===== config.mk =====
export PLATFORM = sky130hd
export DESIGN_NAME = san_client_aggregator
export DESIGN_NICKNAME = d
export VERILOG_FILES = /design/src/rtl/san_agg_pkg.sv /design/src/rtl/san_client_aggregator.sv
export SDC_FILE = /design/constraint.sdc
export NUM_CORES = 1
export LEC_CHECK = 0
export ABC_AREA = 1
export ABC_CLOCK_PERIOD_IN_PS = 3850
export BUFFER_PORTS_ARGS = -buffer_cell sky130_fd_sc_hd__buf_2
export CORE_MARGIN = 2
export CORE_UTILIZATION = 43
export CTS_BUF_LIST = sky130_fd_sc_hd__clkbuf_2
export CTS_CLUSTER_DIAMETER = 200
export DETAILED_ROUTE_END_ITERATION = 8
export PLACE_DENSITY = 0.59
export SYNTH_ARGS = -nofsm -noshare
export SYNTH_HDL_FRONTEND = slang
export SYNTH_SLANG_ARGS = --single-unit

===== constraint.sdc =====
create_clock -name core_clk -period 3.85 [get_ports core_clk]
set_input_delay 0.1925 -clock core_clk [delete_from_list [all_inputs] [get_ports core_clk]]
set_output_delay 0.1925 -clock core_clk [all_outputs]
set_load 0.02 [all_outputs]

===== src/rtl/san_agg_pkg.sv =====
package san_agg_pkg;
	// ----------------------------------------
	// client ports and trunk
	// ----------------------------------------
	localparam int NPORT = 8;
	localparam int RATE_W = 15;
	localparam logic [RATE_W-1:0] TRUNK_CAP_MBPS = 15'd2500;
	localparam int CLK_PERIOD_NS = 10;
	localparam int LOS_TIME_NS = 10000;
	localparam int LOS_CYCLES = LOS_TIME_NS / CLK_PERIOD_NS;
	localparam int LOS_W = 11;

	// ----------------------------------------
	// operating modes and client protocols
	// ----------------------------------------
	typedef enum logic [2:0] {
		MODE_FC_GE = 3'b001,
		MODE_MIXED = 3'b010,
		MODE_ALL_LRMC = 3'b100
	} mode_e;

	typedef enum logic [2:0] {
		PROTO_NONE = 3'h0,
		PROTO_GE = 3'h1,
		PROTO_FC1 = 3'h2,
		PROTO_FC2 = 3'h3,
		PROTO_MFFC1 = 3'h4,
		PROTO_MFFC2 = 3'h5,
		PROTO_LRMC = 3'h6
	} proto_e;

	localparam logic [RATE_W-1:0] RATE_GE = 15'd1250;
	localparam logic [RATE_W-1:0] RATE_1G = 15'd1060;
	localparam logic [RATE_W-1:0] RATE_2G = 15'd2125;
	localparam logic [RATE_W-1:0] RATE_LRMC = 15'd200;

	// trunk channel tags
	localparam logic [1:0] CHAN_STS24_A = 2'h0;
	localparam logic [1:0] CHAN_STS24_B = 2'h1;
	localparam logic [1:0] CHAN_GFPT = 2'h2;

	// ----------------------------------------
	// carriers
	// ----------------------------------------
	typedef struct packed {
		logic valid;
		logic [1:0] chan;
		logic [2:0] port;
		logic [9:0] code;
	} cell_s;

	typedef struct packed {
		logic valid;
		logic frameOk;
		logic [2:0] port;
		logic [9:0] code;
	} rxword_s;

	typedef struct packed {
		logic valid;
		logic [9:0] code;
	} lane_s;
endpackage


===== src/rtl/san_client_aggregator.sv =====
`timescale 1ns/1ps
`default_nettype none
// Functional notes
// - all-low-rate mode: all eight ports carry the low-rate mainframe channel
// - mixed mode: port 1 FC/GE/mainframe fibre, ports 5-8 low-rate channel
// - accept only client mixes whose summed rate fits the 2.5 Gbps trunk
// - 8B/10B clients are carried transparently in generic framing cells
// - in FC/GE mode, 1 Gbps traffic on port 1 or 2 maps to an STS-24c channel; in other modes it goes in GFP-T cells
// - port 1 goes to the first STS-24c channel, port 2 to the second
// - both STS-24c channels are combined into one OC-48 trunk stream
// - ports 1 and 2 take GE, FC, mainframe fibre or low-rate channel
// - ports 3 to 8 take the low-rate mainframe channel only
// - cells pass to the framer over a UTOPIA-style cell port
// - received trunk words are demapped toward the client ports
// - protected variant has two OC-48 trunk receive ports
// - both receive chains are monitored continuously and independently
// - a selector routes exactly one receive path to the clients
module san_client_aggregator import san_agg_pkg::*; #(
	parameter int PROTECTED = 1
) (
	input wire logic core_clk,
	input wire logic nrst,
	input wire logic [2:0] cfgMode,
	input wire logic [NPORT-1:0][2:0] cfgProto,
	input wire logic cfgApply,
	input wire logic [NPORT-1:0] clientRxValid,
	input wire logic [NPORT-1:0][9:0] clientRxCode,
	output logic [NPORT-1:0] clientTxValid,
	output logic [NPORT-1:0][9:0] clientTxCode,
	output cell_s utTxCell,
	input wire logic utTxClav,
	input wire rxword_s trunkRxWork,
	input wire rxword_s trunkRxProt,
	input wire logic pathSelProt,
	output logic [1:0] pathAlive,
	output logic [NPORT-1:0] portEnable,
	output logic [2:0] activeMode,
	output logic cfgRejected
);
	if (PROTECTED != 0 && PROTECTED != 1) begin : gChk
		$error("PROTECTED must be 0 or 1");
	end
	// the loss timer must be wide enough to reach its limit
	if (LOS_CYCLES < 1 || LOS_CYCLES > (1 << LOS_W)) begin : gLosChk
		$error("LOS_W too narrow for LOS_CYCLES");
	end

	// ----------------------------------------
	// helpers
	// ----------------------------------------
	function automatic logic [RATE_W-1:0] rateOf(input logic [2:0] p);
		unique case (p)
			PROTO_GE: rateOf = RATE_GE;
			PROTO_FC1, PROTO_MFFC1: rateOf = RATE_1G;
			PROTO_FC2, PROTO_MFFC2: rateOf = RATE_2G;
			PROTO_LRMC: rateOf = RATE_LRMC;
			default: rateOf = '0;
		endcase
	endfunction

	function automatic logic isOneGig(input logic [2:0] p);
		isOneGig = (p == PROTO_GE) || (p == PROTO_FC1) || (p == PROTO_MFFC1);
	endfunction

	function automatic logic [2:0] nextPort(input logic [NPORT-1:0] req,
		input logic [2:0] last);
		logic [2:0] idx;
		nextPort = last;
		for (int k = NPORT; k >= 1; k--) begin
			idx = 3'(int'(last) + k);
			if (req[idx]) begin
				nextPort = idx;
			end
		end
	endfunction

	// ----------------------------------------
	// configuration check
	// ----------------------------------------
	logic [RATE_W-1:0] rateSum;
	wire logic [NPORT-1:0] portLegal;
	logic modeLegal;
	logic cfgOk;

	always_comb begin
		rateSum = '0;
		for (int i = 0; i < NPORT; i++) begin
			rateSum = rateSum + rateOf(cfgProto[i]);
		end
	end

	for (genvar g = 0; g < NPORT; g++) begin : gLegal
		wire logic [2:0] pr = cfgProto[g];
		wire logic isLow = (pr == PROTO_LRMC);
		wire logic isNone = (pr == PROTO_NONE);
		wire logic fcGeOk = (g < 2) ? (pr <= PROTO_LRMC) : (isLow || isNone);
		wire logic mixOk = (g == 0) ? isOneGig(pr) :
			(g >= 4) ? isLow : isNone;
		assign portLegal[g] = (cfgMode == MODE_FC_GE) ? fcGeOk :
			(cfgMode == MODE_MIXED) ? mixOk :
			(cfgMode == MODE_ALL_LRMC) ? isLow : 1'b0;
	end

	assign modeLegal = (cfgMode == MODE_FC_GE) || (cfgMode == MODE_MIXED) ||
		(cfgMode == MODE_ALL_LRMC);
	// an illegal mix is refused whole so the trunk never oversubscribes
	assign cfgOk = modeLegal && (&portLegal) && (rateSum <= TRUNK_CAP_MBPS);

	logic [NPORT-1:0][2:0] proto_q;
	logic [2:0] mode_q;
	logic rej_q;

	always_ff @(posedge core_clk or negedge nrst) begin
		if (!nrst) begin
			proto_q <= '0;
			mode_q <= MODE_FC_GE;
			rej_q <= 1'b0;
		end else if (cfgApply) begin
			rej_q <= !cfgOk;
			if (cfgOk) begin
				proto_q <= cfgProto;
				mode_q <= cfgMode;
			end
		end
	end

	wire logic [NPORT-1:0] enNow;
	for (genvar g = 0; g < NPORT; g++) begin : gEn
		assign enNow[g] = (proto_q[g] != PROTO_NONE);
	end

	// ----------------------------------------
	// client input synchronisers
	// ----------------------------------------
	// only the second and third flops feed the word detect, so a half-settled code is never judged
	lane_s [NPORT-1:0] rxMeta_q;
	lane_s [NPORT-1:0] rxSync_q;
	lane_s [NPORT-1:0] rxPrev_q;

	always_ff @(posedge core_clk or negedge nrst) begin
		if (!nrst) begin
			rxMeta_q <= '0;
			rxSync_q <= '0;
			rxPrev_q <= '0;
		end else begin
			for (int i = 0; i < NPORT; i++) begin
				rxMeta_q[i] <= '{valid: clientRxValid[i], code: clientRxCode[i]};
			end
			rxSync_q <= rxMeta_q;
			rxPrev_q <= rxSync_q;
		end
	end

	// ----------------------------------------
	// transmit mapping and trunk scheduler
	// ----------------------------------------
	// one holding word per port; a newer code group replaces an unsent one,
	// traded for having no buffer beyond the cell register
	lane_s [NPORT-1:0] pend_q;
	logic [2:0] last_q;
	cell_s cell_q;

	wire logic [NPORT-1:0] newWord;
	wire logic [NPORT-1:0] pendReq;
	for (genvar g = 0; g < NPORT; g++) begin : gReq
		assign newWord[g] = rxSync_q[g].valid && !rxPrev_q[g].valid ? 1'b1 :
			rxSync_q[g].valid && (rxSync_q[g].code != rxPrev_q[g].code);
		assign pendReq[g] = pend_q[g].valid && enNow[g];
	end

	wire logic cellFree = !cell_q.valid || utTxClav;
	wire logic [2:0] pick = nextPort(pendReq, last_q);
	wire logic doSend = cellFree && (|pendReq);
	wire logic pickSts = (pick < 3'd2) && isOneGig(proto_q[pick]) &&
		(mode_q == MODE_FC_GE);
	wire logic [1:0] pickChan = !pickSts ? CHAN_GFPT :
		(pick == 3'd0) ? CHAN_STS24_A : CHAN_STS24_B;

	// a port switched off drops its unsent word so a later enable cannot replay it
	always_ff @(posedge core_clk or negedge nrst) begin
		if (!nrst) begin
			pend_q <= '0;
		end else begin
			for (int i = 0; i < NPORT; i++) begin
				if (newWord[i] && enNow[i]) begin
					pend_q[i] <= rxSync_q[i];
				end else if (doSend && pick == 3'(i)) begin
					pend_q[i].valid <= 1'b0;
				end else if (!enNow[i]) begin
					pend_q[i].valid <= 1'b0;
				end
			end
		end
	end

	always_ff @(posedge core_clk or negedge nrst) begin
		if (!nrst) begin
			last_q <= 3'h7;
		end else if (doSend) begin
			last_q <= pick;
		end
	end

	always_ff @(posedge core_clk or negedge nrst) begin
		if (!nrst) begin
			cell_q <= '0;
		end else if (cellFree) begin
			// single trunk stream carries both STS-24c channels and GFP-T cells
			cell_q <= '{valid: doSend, chan: pickChan, port: pick,
				code: pend_q[pick].code};
		end
	end

	// ----------------------------------------
	// receive chains, monitoring and selection
	// ----------------------------------------
	logic [1:0][LOS_W-1:0] losCnt_q;
	logic [1:0] alive_q;
	logic selMeta_q;
	logic selSync_q;
	wire rxword_s rxPath [2];
	assign rxPath[0] = trunkRxWork;
	assign rxPath[1] = (PROTECTED != 0) ? trunkRxProt : '0;
	wire logic [1:0] rxGood;
	assign rxGood[0] = rxPath[0].valid && rxPath[0].frameOk;
	assign rxGood[1] = rxPath[1].valid && rxPath[1].frameOk;

	always_ff @(posedge core_clk or negedge nrst) begin
		if (!nrst) begin
			losCnt_q <= '0;
			alive_q <= '0;
		end else begin
			for (int p = 0; p < 2; p++) begin
				if (rxGood[p]) begin
					losCnt_q[p] <= '0;
					alive_q[p] <= 1'b1;
				end else if (losCnt_q[p] == LOS_W'(LOS_CYCLES - 1)) begin
					alive_q[p] <= 1'b0;
				end else begin
					losCnt_q[p] <= losCnt_q[p] + LOS_W'(1);
				end
			end
		end
	end

	always_ff @(posedge core_clk or negedge nrst) begin
		if (!nrst) begin
			selMeta_q <= 1'b0;
			selSync_q <= 1'b0;
		end else begin
			selMeta_q <= pathSelProt;
			selSync_q <= selMeta_q;
		end
	end

	// exactly one path reaches the demapper; protect only in protected build
	wire logic useProt = selSync_q && (PROTECTED != 0);
	wire rxword_s rxSel = useProt ? rxPath[1] : rxPath[0];

	wire logic rxTake = rxSel.valid && rxSel.frameOk;
	wire logic [NPORT-1:0] rxHit;
	for (genvar g = 0; g < NPORT; g++) begin : gHit
		assign rxHit[g] = rxTake && (rxSel.port == 3'(g)) && enNow[g];
	end

	// ----------------------------------------
	// demap toward clients and output registers
	// ----------------------------------------
	logic [NPORT-1:0] txValid_q;
	logic [NPORT-1:0][9:0] txCode_q;

	always_ff @(posedge core_clk or negedge nrst) begin
		if (!nrst) begin
			txValid_q <= '0;
			txCode_q <= '0;
		end else begin
			for (int i = 0; i < NPORT; i++) begin
				txValid_q[i] <= 1'b0;
				if (rxHit[i]) begin
					txValid_q[i] <= 1'b1;
					txCode_q[i] <= rxSel.code;
				end
			end
		end
	end

	logic [NPORT-1:0] portEn_q;
	always_ff @(posedge core_clk or negedge nrst) begin
		if (!nrst) begin
			portEn_q <= '0;
		end else begin
			portEn_q <= enNow;
		end
	end

	assign clientTxValid = txValid_q;
	assign clientTxCode = txCode_q;
	assign utTxCell = cell_q;
	assign pathAlive = alive_q;
	assign portEnable = portEn_q;
	assign activeMode = mode_q;
	assign cfgRejected = rej_q;
endmodule
`default_nettype wire


## Word-level counts from Yosys, hierarchy flattened

Index checks and enable logic that the tools add are counted.
Widths: inputs -> output; s select.

- Eq/ne operators: 89
- Mux-type cells: 111
- $add $sub $neg: 17
- Order comparisons: 13
- Reductions and logical operators: 125

Operators by type and width:

| cell | count |
|---|---|
| $pmux 12 s4 | 8 |
| $add 15x15->15 | 7 |
| $eq 3x3->1 const B | 34 |
| $ne 10x10->1 | 8 |
| $mux 1 | 77 |
| $eq 3x2->1 const B | 22 |
| $logic_and 1x1->1 | 64 |
| $mux 11 | 4 |
| $eq 3x1->1 const B | 13 |
| $lt 3x4->1 const B | 9 |
| $bmux 11 s3 | 1 |
| $reduce_or 2->1 | 16 |
| $logic_not 3->1 | 9 |
| $mux 3 | 9 |
| $bmux 1 s3 | 8 |
| $ne 3x1->1 const B | 8 |
| $reduce_bool 3->1 | 8 |
| $add 11x1->11 const B | 2 |
| $eq 11x10->1 const B | 2 |
| $le 15x12->1 const B | 1 |
| $mux 15 | 1 |
| $logic_or 1x1->1 | 13 |
| $add 3x3->3 const B | 4 |
| $logic_not 1->1 | 10 |
| 12 further kinds | 17 |

- Input port bits: 150
- Bits in registers: 521
- Word-level logic and storage cells: 450
- Output and inout port bits: 118

## Depth between registers and ports, before layout

Gate-level depths: netlist (run 1).

- Depth after elaboration: 20
- Gate-level depth with buffers: 29
- Gate-level depth less buffers: 28

## Worst setup path before layout (run 1)

No wires, ideal clock.

- Kind: input-to-reg
- Start: input port cfgProto[14] (netlist bit)
- End: register proto_q[11] (netlist bit)
- Path slack: -1.188 ns
- Data arrival time: 4.911 ns
- Path buffers: 1
- Setup time: 0.127 ns
- Stages: 27
- Data required time: 3.723 ns
- Cell sequence: nand2_1 > inv_1 > nor2_1 > inv_1 > nor2_1 > a21oi_1 > fa_1 > fa_1 > fa_1 > fa_1 > inv_1 > fa_1 > nand3_1 > nand2_1 > a21oi_1 > nor2_1 > nor2_1 > nor2_1 > o21ai_1 > nand2_1 > nand3_1 > nand3_1 > nor3_2 > nand2_2 > inv_2 > buf_2 > o21ai_0

- Longest elaborated chain between the ends: 10
- Elaborated cells between the ends (all ways): 23
- Classes of those cells: add/sub: 4; order compare: 1; eq/ne: 6; mux: 4; reduce/logical: 8

RTL lines:

| what | RTL line | text |
|---|---|---|
| start: declaration | san_client_aggregator.sv:24 | `input wire logic [NPORT-1:0][2:0] cfgProto,` |
| $eq 3x2->1 or $eq 3x3->1 (tied branches) | san_client_aggregator.sv:52 | `unique case (p)` |
| $reduce_or 2->1 | san_client_aggregator.sv:52 |  |
| $pmux 12 s4 | san_client_aggregator.sv:52 |  |
| $add 15x15->15 (4 in series) | san_client_aggregator.sv:88 | `rateSum = rateSum + rateOf(cfgProto[i]);` |
| $le 15x12->1 | san_client_aggregator.sv:107 | `assign cfgOk = modeLegal && (&portLegal) && (rateSum <= TRUNK_CAP_MBPS);` |
| $logic_and 1x1->1 * | san_client_aggregator.sv:107 |  |
| $reduce_and 2->1 (no line) * | - |  |
| end signal: assignment | san_client_aggregator.sv:121 | `proto_q <= cfgProto;` |
| end: declaration | san_client_aggregator.sv:109 | `logic [NPORT-1:0][2:0] proto_q;` |

Every way passes the cells marked *; elsewhere a longest branch is shown, timed or not.
A chain may end at the register's enable or synchronous reset.

## Final worst setup path (run 1)

- Start: input port cfgProto[10] (netlist bit)
- End: register proto_q[5] (netlist bit)

- Longest elaborated chain between the ends: 11
- Elaborated cells between the ends (all ways): 24
- Classes of those cells: add/sub: 5; order compare: 1; eq/ne: 6; mux: 4; reduce/logical: 8

RTL lines:

| what | RTL line |
|---|---|
| $eq 3x2->1 or $eq 3x3->1 (tied branches) | san_client_aggregator.sv:52 |
| $reduce_or 2->1 | san_client_aggregator.sv:52 |
| $pmux 12 s4 | san_client_aggregator.sv:52 |
| $add 15x15->15 (5 in series) | san_client_aggregator.sv:88 |
| $le 15x12->1 | san_client_aggregator.sv:107 |
| $logic_and 1x1->1 * | san_client_aggregator.sv:107 |
| $reduce_and 2->1 (no line) * | - |

Marked as above.

==> results of run 1 <==
==> worst max-delay path, cell delays in order <==
cell and delay [ns]:
buf_6 0.11, nand2_4 0.06, inv_2 0.04, nor2_4 0.14, buf_6 0.11, fa_1 0.43
fa_1 0.56, inv_1 0.06, fa_1 0.48, fa_1 0.53, inv_2 0.05, ha_4 0.16
fa_2 0.37, nand3_2 0.09, nand2_2 0.06, a21oi_2 0.13, nor2_1 0.05, nor2_1 0.12
nor2_1 0.08, o21ai_2 0.15, nand2_2 0.09, nand3_2 0.07, nand3_2 0.09, nor3_4 0.23
nand2_4 0.12, buf_4 0.18, clkinv_8 0.07, o21ai_1 0.07
==> through the flow <==
step	power (mW)	util
3_5_place_dp	13.8	0.496
5_1_grt	19.3	0.591
2_1_floorplan	11.5	-
6_report	17.9	0.591
3_3_place_gp	13.7	0.496
4_1_cts	17.8	0.585
==> power breakdown <==
group          internal [mW]  total [mW]  switching [mW]
Combinational           2.96        7.76            4.80
Sequential              6.06        6.45           0.392
Clock                   1.54        3.66            2.13
Total                   10.6        17.9            7.32
==> area by class of cell <==
| class | count | area, um2 | share of cell area |
|---|---|---|---|
| inverter | 248 | 958 | 0.0339 |
| sequential | 521 | 13000 | 0.461 |
| timing repair inverter | 2 | 27.5 | 0.000973 |
| tap | 615 | 769 | 0.0272 |
| timing repair buffer | 678 | 5320 | 0.188 |
| antenna | 2 | 5.00 | 0.000177 |
| clock buffer | 184 | 921 | 0.0325 |
| clock inverter | 28 | 218 | 0.00769 |
| multi-input combinational | 1134 | 7040 | 0.249 |
==> cell usage after synthesis, drive strengths merged (23+ instances only) <==
library cell / instances
mux2: 33
dfrtp: 517
inv: 246
o21ai: 209
a21oi: 26
nor2: 103
nand3: 97
xor2: 35
ha: 23
fa: 45
nand2: 408
clkbuf: 30
nor3: 36
==> flip-flops by register name, indices dropped and copies added (netlist names) <==
| name | count |
|---|---|
| activeMode | 3 |
| cfgRejected | 1 |
| clientTxCode | 80 |
| clientTxValid | 8 |
| last_q | 3 |
| losCnt_q | 22 |
| pathAlive | 2 |
| pend_q | 88 |
| portEnable | 8 |
| proto_q | 24 |
| rxMeta_q | 88 |
| rxPrev_q | 88 |
| rxSync_q | 88 |
| selMeta_q | 1 |
| selSync_q | 1 |
| utTxCell | 16 |
==> metal layers <==
layer	GRT usage	vias up	wire [um]
met5	0	-	0
met4	0.0974	0	1710
met3	0.0528	110	2980
met2	0.385	442	27900
met1	0.296	7940	23900
li1	-	7898	-
==> placed cells by master (no fill, tap or decap), types with 20 or more instances in the layout <==
cell,n
dlygate4sd3_1,308
inv_2,23
inv_1,223
a22oi_1,20
o21ai_0,177
nor3_1,33
buf_4,93
o21ai_1,28
xor2_1,34
buf_2,263
nor2_1,70
nand4_1,21
nand3_1,85
dfrtp_1,516
clkbuf_2,184
nand2_1,383
fa_1,40
mux2_2,33
==> worst paths after layout <==
path	endpoint	slack [ns]	cells after the start
max reg2reg	clientTxCode[42]$_DFFE_PN0P_	0.33	9
min reg2reg	rxSync_q[41]$_DFF_PN0_	0.32	0
max	proto_q[5]$_DFFE_PN0P_	0.05	28
min in group core_clk	rxMeta_q[77]$_DFF_PN0_	0.18	3
min	pend_q[1]$_DFFE_PN0P_	0.18	4
max in group asynchronous	last_q[2]$_DFFE_PN1P_	2.87	5
==> what timing repair did <==
action                     CTS  global route
hold buffers               310             0
gates resized for setup      0            59
hold endpoints to repair   775             0
setup endpoints to repair    0            59
buffers inserted             0             7
==> kinds of logic (layout without fill, tap and decap cells) <==
logic type / count (synthesis) / count (layout) / synth area share
compound gates: 293 / 293 / 0.0781
mux: 43 / 43 / 0.0226
simple gates: 689 / 689 / 0.144
xor+xnor: 41 / 41 / 0.0179
other cells: 0 / 2 / 0
flops: 521 / 521 / 0.625
buf+inv: 293 / 1140 / 0.0563
fa+ha+maj: 68 / 68 / 0.0569
==> summary.md, run 1 <==
| Metric | Value |
|---|---|
| Worst vdd ir | 0.701 mV |
| Htree depth | 4 |
| Vias in the first global route | 17.2k |
| Slew margin rel. | 0.445 |
| Share of post-route cells with drive strength above 1 | 0.264 |
| Fmax | 263 MHz |
| Main flop type after synthesis | dfrtp_1 |
| Row cnt | 80 |
| Core area | 0.0478 mm2 |
| Maxcap violations | 0 |
| Port Buffer Count | 267 |
| CTS Sinks | 521 |
| Cell Area, Placed | 0.0237 mm2 |
| Die Span Y | 224 um |
| Dpl cells | 2879 |
| Area grow syn2layout | 35.5% |
| Routed len/inst | 16.6 um |
| Drt first pass iters | 7 |
| Critical Path AT | 4.90 ns |
| YS warnings | 0 |
| CTS tree | done |
| Final Instance Count excl. Fillers | 3412 |
| Total GRT Usage | 0.232 |
| GRT Residual Overflow | 0 |
| Nets | 2935 |
| CP Launch Point | cfgProto[10] |
| Design area | 0.0283 mm2 |
| Min cycle time layout | 3.80 ns |
| Final setup skew | 0.0992 ns |
| Crit path kind | input port to flop |
| Fill cell count | 4125 |
| GPL Wtd Cong | 0.857 |
| Total Die Area | 0.0503 mm2 |
| Slew @ Worst Pin | 0.832 ns |
| Worst Path Max Fanout | 13 |
| Setup slack after layout | 0.0478 ns |
| DRT iter0 DRCs | 1015 |
| Synthesized instance count | 1948 |
| Vias | 16.4k |
| Post-DR vias/cell | 4.80 |
| Inserted Clock Buffers | 132 |
| Post-DP HPWL | 38700 um |
| Root buffer cell | clkbuf_2 |
| Post-DRT Antenna Nets | 0 |
| P_leak | 14.1 nW |
| I/O pin total | 268 |
| Fin. Hold Viols | 0 |
| Cell variety after synth | 51 |
| Number of synthesized flops with an enable pin | 0 |
| Hold WS | 0.180 ns |
| Fin crit share | 0.988 |
| Pre-CTS setup slack | -1.25 ns |
| Routed WL | 56500 um |
| # setup viols final | 0 |
| Die width | 224 um |
| Yosys top cell by area | dfrtp_1 |
| Worst-path clk slew | 0.11 ns |
| #FFs+latches synth | 521 |
| Power Dens Cells | 632 mW/mm2 |
| First-pass GRT wire length | 89800 um |
| Sequential area share after synthesis | 0.625 |
| Reg2reg start | selSync_q$_DFF_PN0_ |
| Largest net degree at the start of global routing | 105 |
| Unrepaired setup endpoints after global routing | true |
| Post-Syn Area | 0.0209 mm2 |
| Critical Path Sink Type | flop |
| Leading post-synthesis cells by cell area | dfrtp_1 62%, nand2_1 7.1%, o21ai_0 4.7%, fa_1 4.3%, inv_1 4.2% |
| Setup TNS | 0 ns |
| Initial Util | 0.436 |
| Syn_area_per_cell | 10.7 um2 |
| Max clock buf depth | 3 |
| Startpoint class of the critical path | input port |
| Post-synth ARST share | 1.00 |
| Final Slew Violations | 0 |
| Initial antenna violation count | 2 |
| Run status | finished clean |
| DRC errors left | 0 |
| Top cell type's share of synthesized area | 0.620 |
| Hold/Removal Path Class | input port to async pin |
| Syn nets | 2166 |
| Clk_lat worst skew | 1.25 ns |
| Worst endpoint required time | 4.95 ns |
(Power assumes the default switching activity.)
==> inputs of run 2 (changes only) <==
--- a/config.mk
+++ b/config.mk
@@ -8,12 +8,13 @@
 export ABC_AREA = 1
 export ABC_CLOCK_PERIOD_IN_PS = 3850
 export BUFFER_PORTS_ARGS = -buffer_cell sky130_fd_sc_hd__buf_2
+export CELL_PAD_IN_SITES_DETAIL_PLACEMENT = 2
+export CELL_PAD_IN_SITES_GLOBAL_PLACEMENT = 2
 export CORE_MARGIN = 2
-export CORE_UTILIZATION = 43
-export CTS_BUF_LIST = sky130_fd_sc_hd__clkbuf_2
+export CORE_UTILIZATION = 38
 export CTS_CLUSTER_DIAMETER = 200
 export DETAILED_ROUTE_END_ITERATION = 8
-export PLACE_DENSITY = 0.59
+export PLACE_DENSITY = 0.77
 export SYNTH_ARGS = -nofsm -noshare
 export SYNTH_HDL_FRONTEND = slang
 export SYNTH_SLANG_ARGS = --single-unit
==> summary.md, run 2 (synthesized netlist as in run 1, its figures left out) <==
| Metric | Value |
|---|---|
| P_leak | 13.3 nW (was 14.1 nW) |
| Most frequent cells in the layout | 517 x dfrtp_1, 370 x nand2_1, 257 x buf_2 (was 516 x dfrtp_1, 383 x nand2_1, 308 x dlygate4sd3_1) |
| Nets | 2659 (was 2935) |
| Initial antenna violation count | 1 (was 2) |
| Final Slew Violations | 0 (unchanged) |
| Final setup skew | 0.0199 ns (was 0.0992 ns) |
| Design area | 0.0273 mm2 (was 0.0283 mm2) |
| Post-DRT Antenna Nets | 0 (unchanged) |
| Routed WL | 80100 um (was 56500 um) |
| First-pass GRT wire length | 122000 um (was 89800 um) |
| Area grow syn2layout | 30.6% (was 35.5%) |
| Routed len/inst | 25.2 um (was 16.6 um) |
| Die width | 238 um (was 224 um) |
| Startpoint class of the critical path | input port (unchanged) |
| Worst Path Max Fanout | 7 (was 13) |
| CTS tree | done (unchanged) |
| Fmax | 221 MHz (was 263 MHz) |
| DRC errors left | 0 (unchanged) |
| Worst path depth | 30 (was 28) |
| Drt first pass iters | 4 (was 7) |
| Reg2reg start | last_q[1]$_DFFE_PN1P_ (was selSync_q$_DFF_PN0_) |
| Power Dens Cells | 763 mW/mm2 (was 632 mW/mm2) |
| Pre-CTS setup slack | -1.46 ns (was -1.25 ns) |
| Unrepaired setup endpoints after global routing | true (unchanged) |
| GPL Wtd Cong | 0.839 (was 0.857) |
| Largest net degree at the start of global routing | 112 (was 105) |
| Initial Util | 0.386 (was 0.436) |
| Hold WS | 0.0204 ns (was 0.180 ns) |
| Max clock buf depth | 3 (unchanged) |
| Worst R2R End | utTxCell[5]$_DFFE_PN0P_ (was clientTxCode[42]$_DFFE_PN0P_) |
| Inserted Clock Buffers | 55 (was 132) |
| Worst endpoint required time | 4.36 ns (was 4.95 ns) |
| Cell mode on critical path | nand2_2 (was fa_1) |
| Vias | 16.5k (was 16.4k) |
| Slew @ Worst Pin | 1.08 ns (was 0.832 ns) |
| Core area | 0.0540 mm2 (was 0.0478 mm2) |
| R2R setup slack | 0.28 ns (was 0.33 ns) |
| Hold/Removal Path Class | input port to flop (was input port to async pin) |
| CTS Sinks | 521 (unchanged) |
| # setup viols final | 28 (was 0) |
| Row cnt | 85 (was 80) |
| Worst vdd ir | 0.509 mV (was 0.701 mV) |
| I/O pin total | 268 (unchanged) |
| CP endpoint | proto_q[0]$_DFFE_PN0P_ (was proto_q[5]$_DFFE_PN0P_) |
| Most common cell after layout, fill and taps aside | dfrtp_1 (unchanged) |
| Port Buffer Count | 267 (unchanged) |
| Total GRT Usage | 0.285 (was 0.232) |
| Htree depth | 2 (was 4) |
| Run status | complete, but fails checks (was finished clean) |
| Min cycle time layout | 4.53 ns (was 3.80 ns) |
| Critical Path AT | 5.03 ns (was 4.90 ns) |
| Die Span Y | 238 um (was 224 um) |
| Clk_lat worst skew | 0.62 ns (was 1.25 ns) |
| Critical Path Sink Type | flop (unchanged) |
| Maxcap violations | 0 (unchanged) |
| Setup TNS | -17.23 ns (was 0 ns) |
| Slew margin rel. | 0.261 (was 0.445) |
| Antenna Cells | 0 (was 2) |
| CP max stage delay | 0.62 ns (was 0.56 ns) |
| Fin crit share | 1.18 (was 0.988) |
| Failing checks | setup timing |
| FF-to-FF path depth | 19 (was 9) |
| Crit path kind | input port to flop (unchanged) |
| Post-DP HPWL | 50800 um (was 38700 um) |
| Vias in the first global route | 19.7k (was 17.2k) |
| Root buffer cell | clkbuf_16 (was clkbuf_2) |
| Setup slack after layout | -0.678 ns (was 0.0478 ns) |
| GRT Residual Overflow | 0 (unchanged) |
| Crit path max-delay cell type | fa_1 (unchanged) |
| Hold path depth | 4 |
| Worst-path clk slew | 0.07 ns (was 0.11 ns) |
| WP buf/inv | 6 (was 7) |
| CP top delay family | adder cells (unchanged) |
| Fin. Hold Viols | 0 (unchanged) |
| CP Launch Point | cfgProto[16] (was cfgProto[10]) |
| Cell Area, Placed | 0.0239 mm2 (was 0.0237 mm2) |
| Core Util, Final | 0.505 (was 0.591) |
| Post-DR vias/cell | 5.20 (was 4.80) |
| Share of post-route cells with drive strength above 1 | 0.271 (was 0.264) |
| DRT iter0 DRCs | 922 (was 1015) |
| Total Die Area | 0.0568 mm2 (was 0.0503 mm2) |
[run 2: changes by cell type in the layout (fill, tap and decap cells not counted), moves of 8 or more]
cell	previous run	this run
dlygate4sd3_1	308	99
clkbuf_2	184	0
clkbuf_16	0	55
clkinv_1	17	1
clkbuf_8	0	15
nand2_1	383	370
buf_4	93	105
clkinv_2	3	14
clkbuf_1	0	8
nand2_2	17	25
[run 2: report_power, final]
| group | internal [mW] | switching [mW] |
|---|---|---|
| Sequential | 6.07 | 0.448 |
| Clock | 3.13 | 2.42 |
| Combinational | 2.97 | 5.77 |
| Total | 12.2 | 8.64 |
[run 2: layout make-up]
type | count | area, um2
clock buffer | 78 | 1610
clock inverter | 22 | 233
fill | 5437 | 26800
inverter | 248 | 958
multi-input combinational | 1134 | 7170
sequential | 521 | 13000
tap | 696 | 871
timing repair buffer | 480 | 3360
timing repair inverter | 1 | 11.3
[run 2: stage by stage]
step / std cells / power, mW
6_report: 3180 / 20.8
5_1_grt: 3180 / 21.9
4_1_cts: 3176 / 20.3
3_5_place_dp: 2961 / 14.4
3_3_place_gp: 2961 / 13.9
2_1_floorplan: 1948 / 11.5
[run 2: what timing repair did]
item,4_1_cts,5_1_grt
buffers inserted,15,5
endpoints found under the setup margin,28,39
hold buffers,99,0
gates cloned,2,0
pin swaps,27,17
resized for setup,62,52
endpoints found under the hold margin,202,0
[run 2: worst min-delay path: stages]
cell and delay (ns):
buf_2 0.12, inv_1 0.11, buf_4 0.13, o21ai_2 0.05
[run 2: metal layers]
layer  track usage  wire [um]
met5             0         18
met4        0.0845       2590
met3        0.0474       3380
met2         0.524      42000
met1         0.341      32100
[run 2: worst min path at each step]
stage | from | endpoint | slack (ns)
after CTS | cfgProto[0] | proto_q[0]$_DFFE_PN0P_ | -0.001
after global placement | clientRxCode[24] | rxMeta_q[26]$_DFF_PN0_ | 0.30
after detailed placement | clientRxCode[74] | rxMeta_q[81]$_DFF_PN0_ | 0.30
final | cfgProto[1] | proto_q[1]$_DFFE_PN0P_ | 0.02
after floorplan | nrst | activeMode[1]$_DFFE_PN0P_ | -0.10
after global routing | cfgProto[1] | proto_q[1]$_DFFE_PN0P_ | 0.04
